==> config.mk <==
export PLATFORM = sky130hd
export DESIGN_NAME = adtc_ctrl
export DESIGN_NICKNAME = d
export VERILOG_FILES = /design/src/adtc_trig_sel.v /design/src/adtc_results.v /design/src/adtc_ctrl.v
export VERILOG_INCLUDE_DIRS = /design/src
export SDC_FILE = /design/constraint.sdc
export NUM_CORES = 1
export LEC_CHECK = 0
export ABC_AREA = 1
export ABC_CLOCK_PERIOD_IN_PS = 3800
export BUFFER_PORTS_ARGS = -buffer_cell sky130_fd_sc_hd__buf_2
export CORE_MARGIN = 4
export CORE_UTILIZATION = 40
export DETAILED_ROUTE_END_ITERATION = 8
export PLACE_DENSITY = 0.55
export SLEW_MARGIN = 10
export SYNTH_ARGS = -nofsm -noshare
export SYNTH_HDL_FRONTEND = slang
export SYNTH_HIERARCHICAL = 1
export SYNTH_SLANG_ARGS = --single-unit
==> constraint.sdc <==
create_clock -name CLOCK_I -period 3.8 [get_ports CLOCK_I]
set_input_delay 0.76 -clock CLOCK_I [delete_from_list [all_inputs] [get_ports CLOCK_I]]
set_output_delay 0.76 -clock CLOCK_I [all_outputs]
set_load 0.02 [all_outputs]
==> src/adtc_map.vh <==
// Function
// - Trigger code 00 external pin edge, 01 timer compare 0, 10 timer compare 1.
// - Channel select and trigger source are byte or bit accessible, reset zero.
// - Codes 0 to 11 pick one input, or scan from input 0 upward.
// - Result registers are read-only, word view and high byte alias.
// - Word view holds the ten result bits on top, low six bits zero.
// - High byte alias returns the upper eight bits of the result.
// - Software avoids result access on slow clocks; result reads ack after one wait state and cannot hang.
// - Compare enable bit turns threshold comparison off at 0, on at 1.
// - Condition 0 fires on high byte at or above threshold, 1 below it.
// - Select mode compare stores and interrupts on a hit, else stores to channel 0.
// - Scan mode compares channel 0 only, keeps scanning, no end-of-scan interrupt.
// - Compare mode register holds only bits 7 and 6, reads others as zero, byte or bit accessible, reset zero.
// - A control register write while enabled aborts and restarts conversion; in hardware trigger mode the code waits for the next trigger instead.
// - Threshold register is eight bits, byte or bit accessible, reset zero.
`ifndef ADTC_MAP_VH
`define ADTC_MAP_VH

`define ADTC_IDX_MODE0 32'hFFFFF200
`define ADTC_IDX_CHSEL 32'hFFFFF202
`define ADTC_IDX_TRIG 32'hFFFFF203
`define ADTC_IDX_PFM 32'hFFFFF204
`define ADTC_IDX_PFT 32'hFFFFF205
`define ADTC_IDX_STAT 32'hFFFFF206
`define ADTC_IDX_MASK 32'hFFFFF207
`define ADTC_IDX_RES_WORD 32'hFFFFF210
`define ADTC_IDX_RES_HIGH 32'hFFFFF220

`define ADTC_M0_CE 7
`define ADTC_M0_BUSY 6
`define ADTC_M0_HWTRIG 2
`define ADTC_M0_SCAN 1
`define ADTC_M0_CONT 0
`define ADTC_PFM_EN 7
`define ADTC_PFM_COND 6
`define ADTC_ST_END 0

`define ADTC_TRIG_EXT 2'h0
`define ADTC_TRIG_CC0 2'h1
`define ADTC_TRIG_CC1 2'h2

`define ADTC_NUM_CH 12
`define ADTC_LAST_CH 4'hB
`define ADTC_RST_BYTE 8'h00
`define ADTC_RST_RES 10'h000

`endif

==> src/adtc_trig_sel.v <==
`timescale 1ns/100ps
`default_nettype none
`include "adtc_map.vh"
module adtc_trig_sel (
  input wire clk_i,
  input wire rstn_i,
  input wire ext_pin_i,
  input wire cc0_i,
  input wire cc1_i,
  input wire [1:0] sel_i,
  output reg trig_o
);
  reg sync1_q;
  reg sync2_q;
  reg prev_q;

  // The pin is asynchronous; only the second stage feeds the edge detector.
  always @(posedge clk_i) begin
    if (!rstn_i) begin
      sync1_q <= 1'b0;
      sync2_q <= 1'b0;
      prev_q <= 1'b0;
    end else begin
      sync1_q <= ext_pin_i;
      sync2_q <= sync1_q;
      prev_q <= sync2_q;
    end
  end

  always @* begin
    case (sel_i)
      `ADTC_TRIG_EXT: trig_o = sync2_q & ~prev_q;
      `ADTC_TRIG_CC0: trig_o = cc0_i;
      `ADTC_TRIG_CC1: trig_o = cc1_i;
      default: trig_o = 1'b0;
    endcase
  end
endmodule
`default_nettype wire

==> src/adtc_results.v <==
`timescale 1ns/100ps
`default_nettype none
`include "adtc_map.vh"
module adtc_results (
  input wire clk_i,
  input wire rstn_i,
  input wire we_i,
  input wire [3:0] widx_i,
  input wire [9:0] wdata_i,
  input wire [3:0] ridx_i,
  output wire [15:0] word_o,
  output wire [7:0] high_o
);
  reg [9:0] res_q [0:`ADTC_NUM_CH-1];
  wire [9:0] rd;

  genvar g;
  generate
    for (g = 0; g < `ADTC_NUM_CH; g = g + 1) begin : g_ch
      localparam [3:0] CH_IDX = g;
      always @(posedge clk_i) begin
        if (!rstn_i) begin
          res_q[g] <= `ADTC_RST_RES;
        end else if (we_i && widx_i == CH_IDX) begin
          res_q[g] <= wdata_i;
        end
      end
    end
  endgenerate

  assign rd = (ridx_i <= `ADTC_LAST_CH) ? res_q[ridx_i] : `ADTC_RST_RES;
  assign word_o = {rd, 6'h00};
  assign high_o = rd[9:2];
endmodule
`default_nettype wire

==> src/adtc_ctrl.v <==
// Added by the designer: the Wishbone slave port.
`timescale 1ns/100ps
`default_nettype none
`include "adtc_map.vh"
module adtc_ctrl (
  input wire CLOCK_I,
  input wire RESETN_I,
  input wire CYC_I,
  input wire STB_I,
  input wire WE_I,
  input wire [31:0] ADR_I,
  input wire [3:0] SEL_I,
  input wire [31:0] DAT_I,
  output wire [31:0] DAT_O,
  output wire ACK_O,
  output wire IRQ_O,
  input wire EXT_TRIG_I,
  input wire TMR_CC0_I,
  input wire TMR_CC1_I,
  output wire CONV_START_O,
  output wire [3:0] CONV_CH_O,
  input wire CONV_DONE_I,
  input wire [9:0] CONV_DATA_I
);
  localparam S_IDLE = 2'h0;
  localparam S_WAIT = 2'h1;
  localparam S_START = 2'h2;
  localparam S_CONV = 2'h3;

  reg ack_q;
  reg [31:0] dat_q;
  reg [7:0] mode0_q;
  reg [1:0] trig_q;
  reg [3:0] chsel_q;
  reg [1:0] pfm_q;
  reg [7:0] pft_q;
  reg stat_q;
  reg mask_q;
  reg [1:0] state_q;
  reg [1:0] state_d;
  reg [3:0] ch_q;
  reg [3:0] ch_d;
  reg start_q;
  reg start_d;
  reg restart_q;
  reg res_we;
  reg [3:0] res_idx;
  reg end_evt;
  reg [31:0] rd_d;

  wire wb_req;
  wire acc;
  wire wr;
  wire cfg_wr;
  wire hw_trig;
  wire ce;
  wire hw;
  wire scan;
  wire cont;
  wire pf_en;
  wire pf_cond;
  wire busy;
  wire ge;
  wire hit;
  wire last;
  wire [15:0] res_word;
  wire [7:0] res_high;
  wire [3:0] ridx;
  wire in_word;
  wire in_high;
  wire stat_rd;

  function reg_hit;
    input [31:0] adr;
    input [31:0] idx;
    begin
      reg_hit = (adr[31:2] == idx[29:0]);
    end
  endfunction

  function in_bank;
    input [31:0] adr;
    input [31:0] base;
    begin
      in_bank = (adr[31:6] == base[29:4]) && (adr[5:2] <= `ADTC_LAST_CH);
    end
  endfunction

  // Wishbone classic: one wait state, ack for one cycle, then dropped.
  // Result reads are answered like any other register, so no wait can hang.
  assign wb_req = CYC_I & STB_I;
  assign acc = wb_req & ack_q;
  assign wr = acc & WE_I & SEL_I[0];
  assign ACK_O = ack_q;
  assign DAT_O = dat_q;

  always @(posedge CLOCK_I) begin
    if (!RESETN_I) begin
      ack_q <= 1'b0;
    end else begin
      ack_q <= wb_req & ~ack_q;
    end
  end

  assign cfg_wr = wr & (reg_hit(ADR_I, `ADTC_IDX_MODE0) |
                        reg_hit(ADR_I, `ADTC_IDX_TRIG) |
                        reg_hit(ADR_I, `ADTC_IDX_CHSEL) |
                        reg_hit(ADR_I, `ADTC_IDX_PFM) |
                        reg_hit(ADR_I, `ADTC_IDX_PFT));

  always @(posedge CLOCK_I) begin
    if (!RESETN_I) begin
      mode0_q <= `ADTC_RST_BYTE;
      trig_q <= 2'h0;
      chsel_q <= 4'h0;
      pfm_q <= 2'h0;
      pft_q <= `ADTC_RST_BYTE;
      mask_q <= 1'b0;
    end else if (wr) begin
      if (reg_hit(ADR_I, `ADTC_IDX_MODE0)) begin
        mode0_q[`ADTC_M0_CE] <= DAT_I[`ADTC_M0_CE];
        mode0_q[`ADTC_M0_HWTRIG] <= DAT_I[`ADTC_M0_HWTRIG];
        mode0_q[`ADTC_M0_SCAN] <= DAT_I[`ADTC_M0_SCAN];
        mode0_q[`ADTC_M0_CONT] <= DAT_I[`ADTC_M0_CONT];
      end
      if (reg_hit(ADR_I, `ADTC_IDX_TRIG)) begin
        trig_q <= DAT_I[1:0];
      end
      if (reg_hit(ADR_I, `ADTC_IDX_CHSEL)) begin
        chsel_q <= DAT_I[3:0];
      end
      if (reg_hit(ADR_I, `ADTC_IDX_PFM)) begin
        pfm_q <= {DAT_I[`ADTC_PFM_EN], DAT_I[`ADTC_PFM_COND]};
      end
      if (reg_hit(ADR_I, `ADTC_IDX_PFT)) begin
        pft_q <= DAT_I[7:0];
      end
      if (reg_hit(ADR_I, `ADTC_IDX_MASK)) begin
        mask_q <= DAT_I[`ADTC_ST_END];
      end
    end
  end

  assign ce = mode0_q[`ADTC_M0_CE];
  assign hw = mode0_q[`ADTC_M0_HWTRIG];
  assign scan = mode0_q[`ADTC_M0_SCAN];
  assign cont = mode0_q[`ADTC_M0_CONT];
  assign pf_en = pfm_q[1];
  assign pf_cond = pfm_q[0];
  assign busy = (state_q == S_START) | (state_q == S_CONV);

  adtc_trig_sel u_trig (
    .clk_i(CLOCK_I),
    .rstn_i(RESETN_I),
    .ext_pin_i(EXT_TRIG_I),
    .cc0_i(TMR_CC0_I),
    .cc1_i(TMR_CC1_I),
    .sel_i(trig_q),
    .trig_o(hw_trig)
  );

  // The restart acts one cycle after the write so it sees the new settings.
  always @(posedge CLOCK_I) begin
    if (!RESETN_I) begin
      restart_q <= 1'b0;
    end else begin
      restart_q <= cfg_wr;
    end
  end

  assign ge = (CONV_DATA_I[9:2] >= pft_q);
  assign hit = pf_cond ? ~ge : ge;
  assign last = ~scan | (ch_q >= chsel_q) | (ch_q == `ADTC_LAST_CH);

  always @* begin
    state_d = state_q;
    ch_d = ch_q;
    start_d = 1'b0;
    res_we = 1'b0;
    res_idx = ch_q;
    end_evt = 1'b0;
    if (!ce) begin
      state_d = S_IDLE;
    end else if (restart_q) begin
      ch_d = scan ? 4'h0 : chsel_q;
      state_d = hw ? S_WAIT : S_START;
    end else if (hw && hw_trig && state_q != S_IDLE) begin
      ch_d = scan ? 4'h0 : chsel_q;
      state_d = S_START;
    end else begin
      case (state_q)
        S_START: begin
          start_d = 1'b1;
          state_d = S_CONV;
        end
        S_CONV: begin
          if (CONV_DONE_I) begin
            res_we = 1'b1;
            if (!scan) begin
              if (pf_en) begin
                res_idx = hit ? ch_q : 4'h0;
                end_evt = hit;
              end else begin
                end_evt = 1'b1;
              end
            end else if (pf_en) begin
              end_evt = (ch_q == 4'h0) & hit;
            end else begin
              end_evt = last;
            end
            if (!last) begin
              ch_d = ch_q + 4'h1;
              state_d = S_START;
            end else begin
              ch_d = scan ? 4'h0 : chsel_q;
              if (cont) begin
                state_d = S_START;
              end else if (hw) begin
                state_d = S_WAIT;
              end else begin
                state_d = S_IDLE;
              end
            end
          end
        end
        default: begin
          state_d = state_q;
        end
      endcase
    end
  end

  always @(posedge CLOCK_I) begin
    if (!RESETN_I) begin
      state_q <= S_IDLE;
      ch_q <= 4'h0;
      start_q <= 1'b0;
    end else begin
      state_q <= state_d;
      ch_q <= ch_d;
      start_q <= start_d;
    end
  end

  assign CONV_START_O = start_q;
  assign CONV_CH_O = ch_q;

  adtc_results u_res (
    .clk_i(CLOCK_I),
    .rstn_i(RESETN_I),
    .we_i(res_we),
    .widx_i(res_idx),
    .wdata_i(CONV_DATA_I),
    .ridx_i(ridx),
    .word_o(res_word),
    .high_o(res_high)
  );

  assign ridx = ADR_I[5:2];
  assign in_word = in_bank(ADR_I, `ADTC_IDX_RES_WORD);
  assign in_high = in_bank(ADR_I, `ADTC_IDX_RES_HIGH);
  assign stat_rd = acc & ~WE_I & reg_hit(ADR_I, `ADTC_IDX_STAT);

  // A new event in the clearing read's cycle survives the clear.
  always @(posedge CLOCK_I) begin
    if (!RESETN_I) begin
      stat_q <= 1'b0;
    end else if (end_evt) begin
      stat_q <= 1'b1;
    end else if (stat_rd) begin
      stat_q <= 1'b0;
    end
  end

  assign IRQ_O = stat_q & mask_q;

  always @* begin
    rd_d = 32'h00000000;
    if (reg_hit(ADR_I, `ADTC_IDX_MODE0)) begin
      rd_d[7:0] = {ce, busy, 3'h0, hw, scan, cont};
    end else if (reg_hit(ADR_I, `ADTC_IDX_TRIG)) begin
      rd_d[1:0] = trig_q;
    end else if (reg_hit(ADR_I, `ADTC_IDX_CHSEL)) begin
      rd_d[3:0] = chsel_q;
    end else if (reg_hit(ADR_I, `ADTC_IDX_PFM)) begin
      rd_d[7:6] = pfm_q;
    end else if (reg_hit(ADR_I, `ADTC_IDX_PFT)) begin
      rd_d[7:0] = pft_q;
    end else if (reg_hit(ADR_I, `ADTC_IDX_STAT)) begin
      rd_d[`ADTC_ST_END] = stat_q;
    end else if (reg_hit(ADR_I, `ADTC_IDX_MASK)) begin
      rd_d[`ADTC_ST_END] = mask_q;
    end else if (in_word) begin
      rd_d[15:0] = res_word;
    end else if (in_high) begin
      rd_d[7:0] = res_high;
    end
  end

  always @(posedge CLOCK_I) begin
    if (!RESETN_I) begin
      dat_q <= 32'h00000000;
    end else if (wb_req && !ack_q) begin
      dat_q <= rd_d;
    end
  end
endmodule
`default_nettype wire

==> metrics <==
Crit Path Max Fanout 10; PostCTS Resize Cnt 0; clock buffer depth 2; wire length per cell 17.0 um; Finished Cell Area 10100 um2; vias in the first global route 6581; share of cells above drive strength 1 0.154; area share of the largest cell type after synthesis 0.402; Initial Util 0.408; Setup WS post-layout 0.602 ns; most used routing layer in global routing met2; Netlist Area Pre-Place 8970 um2; clock slew at reported path FFs 0.07 ns; GR Util met1 0.290; Max-slew headroom 0.470; Post-CTS Hold Fix Bufs 0; Antenna Nets Post-Route 0; final hold slack 0.410 ns; CP Capture Type flip-flop; sequential fraction of the synthesis area 0.513; Tot GR Track Use 0.197; die width 158 um; P&R area growth vs syn 13.0%; Clk Latency, worst-skew pair 0.44 ns; Buffers on Ports 80; critical path arrival 3.28 ns; TNS Setup 0 ns; I/O Pins 126; FF+latch count, synth 170; wirelength, routed 24300 um; Tightest Hold Check Type reg -> reg; Post-synth EDFFs 120; Yosys top cell by area edfxtp_1; Placement Cell Area 9520 um2; global-route wire length before repair 37200 um; DR DRC count 0; startpoint types input port; RePlAce Congestion 0.844; via count 7252; number of diodes 0; Syn Inst Count 1070; Core Rows 54; core area 22000 um2; full die area 24900 um2; setup bufs post-CTS 0; fmax 0.313 GHz; worst slew pin tran 0.795 ns; Reg2Reg Setup Slack 0.68 ns; ys async rst share 0; clock root cell clkbuf_16; chip height 158 um; skew final 0.0109 ns; # nets final 1234; Final Cycle Share 0.841; max-cap viol count 0; DP Worst Slack 0.190 ns; PD cells 418 nW/um2; synth warn 6; final hold violation count 0; Avg Vias per Cell 5.09; drt pass-1 iters 6; LEAKAGE 0.00418 uW; HPWL after DPL 17300 um; Remaining Overflow, GRT 0; Crit. Startpoint CONV_DATA_I[3]; CTS tree built; number of H-tree levels 4; main flop type after synthesis edfxtp_1; Final Total Pwr 4240 uW; Final min period 3.20 ns; Post-Syn Area per Cell 8.38 um2; max-slew violations 0; count leader, synth nand2_1; hold path startpoint u_trig/sync1_q; clock sink total 170; CP Class in -> reg; met3 Usage GRT 0.0262; top cells by count, synth nand2_1 (243), nor2_1 (173), edfxtp_1 (120), nand3_1 (110), inv_1 (93); CTS Buf Count 17; Synth area leaders edfxtp_1 (40%), dfxtp_1 (11%), nand2_1 (10%), nor2_1 (7.2%), nand3_1 (6.1%); initial antenna violation count 0; status complete, no violations; Max VDD drop 0.258 mV; pin count of the biggest net entering global routing 65; initial drt markers 575; WP data required 3.88 ns; RSZ-0062 raised after global routing false; r2r startpoint pft_q[1]; Cell variety after synth 46; global-route met2 utilization 0.304; endpoints failing setup 0
-- layer usage --
layer  share of wire  wire (um)  vias up
met1            0.47      11500     3383
met4           0.019        458        0
met2            0.46      11100      206
met5               0          0        -
met3           0.051       1250       26
li1                -          -     3637
-- flip-flops by register name (all words and copies together) (netlist names) --
| register | cells |
|---|---|
| pfm_q | 2 |
| u_res/res_q | 120 |
| stat_q | 1 |
| state_q | 2 |
| mode0_q | 4 |
| DAT_O | 16 |
| u_trig/sync1_q | 1 |
| restart_q | 1 |
| trig_q | 2 |
| CONV_START_O | 1 |
| u_trig/sync2_q | 1 |
| ACK_O | 1 |
| chsel_q | 4 |
| pft_q | 8 |
| CONV_CH_O | 4 |
| u_trig/prev_q | 1 |
| mask_q | 1 |
-- worst paths after layout --
check / end / cells after the start
max: u_res/res_q[8][7] / 14
min reg2reg: u_trig/sync2_q / 2
min: u_trig/sync2_q / 2
max reg2reg: u_res/res_q[8][7] / 14
-- metrics by stage --
stage | util | instances
6_report | 0.462 | 1426
5_1_grt | 0.462 | 1426
4_1_cts | 0.462 | 1426
3_5_place_dp | 0.433 | 1394
3_3_place_gp | 0.433 | 1394
2_1_floorplan | - | 1090
-- placed cells by master, fill, tap and decap left out, types with 2 or more instances in the layout --
cell         n
a31oi_1      5
conb_1      22
nor3_1       9
o21a_1       2
buf_2       80
inv_2        5
clkinv_1     2
nor2_1     173
o22ai_1      4
inv_8        5
inv_1       93
o21ai_0     35
ha_1        14
a21oi_2      2
nor2_4       5
edfxtp_1   120
bufinv_16    2
nor2_2       5
dfxtp_1     50
o211ai_1     4
a211oi_1     4
o2111ai_1    4
nand3_2     15
inv_6        6
nand2_2      4
clkbuf_16   17
nand3_1    110
o21ai_1      9
nand3_4      2
nor2_8       2
nand2_1    243
nand4_1     15
a21oi_1     37
nor3_4       2
nor4_1       4
buf_4       17
xor2_1       3
-- power breakdown --
group | internal [uW] | switching (uW) | total, uW
sequential | 2040 | 18.0 | 2060
clock | 1010 | 814 | 1820
combinational | 92.0 | 259 | 351
total | 3150 | 1090 | 4240
-- critical path: stages --
cell	delay [ns]
buf_2	0.12
ha_1	0.31
a21oi_1	0.16
o21ai_0	0.09
nand2_1	0.07
o2111ai_1	0.19
xor2_1	0.20
nand2_1	0.10
nor2_1	0.07
nor2_1	0.22
inv_1	0.13
nor3_4	0.41
nand2_1	0.09
nand2_1	0.36
-- logic make-up (layout without fill, tap and decap cells) --
kind of cell,count (synthesis),in the layout,synth area share
DFF,170,170,0.513
other,2,22,0.000837
AOI/OAI and AO/OA,112,112,0.0713
and+or+nand+nor,595,595,0.302
xor gates and xnor gates,3,3,0.00293
buffers and inverters,174,230,0.0900
adders and majority gates,14,14,0.0195
-- cell type report --
class / instances / area, um2
fillers: 2172 / 11800
well taps: 280 / 350
clock inverters: 15 / 194
inverters: 100 / 375
multi-input cells: 746 / 3640
clock buffers: 17 / 425
flip-flops and latches: 170 / 4600
repair buffers: 98 / 548
Note: power is estimated with default switching activity, not from simulation.
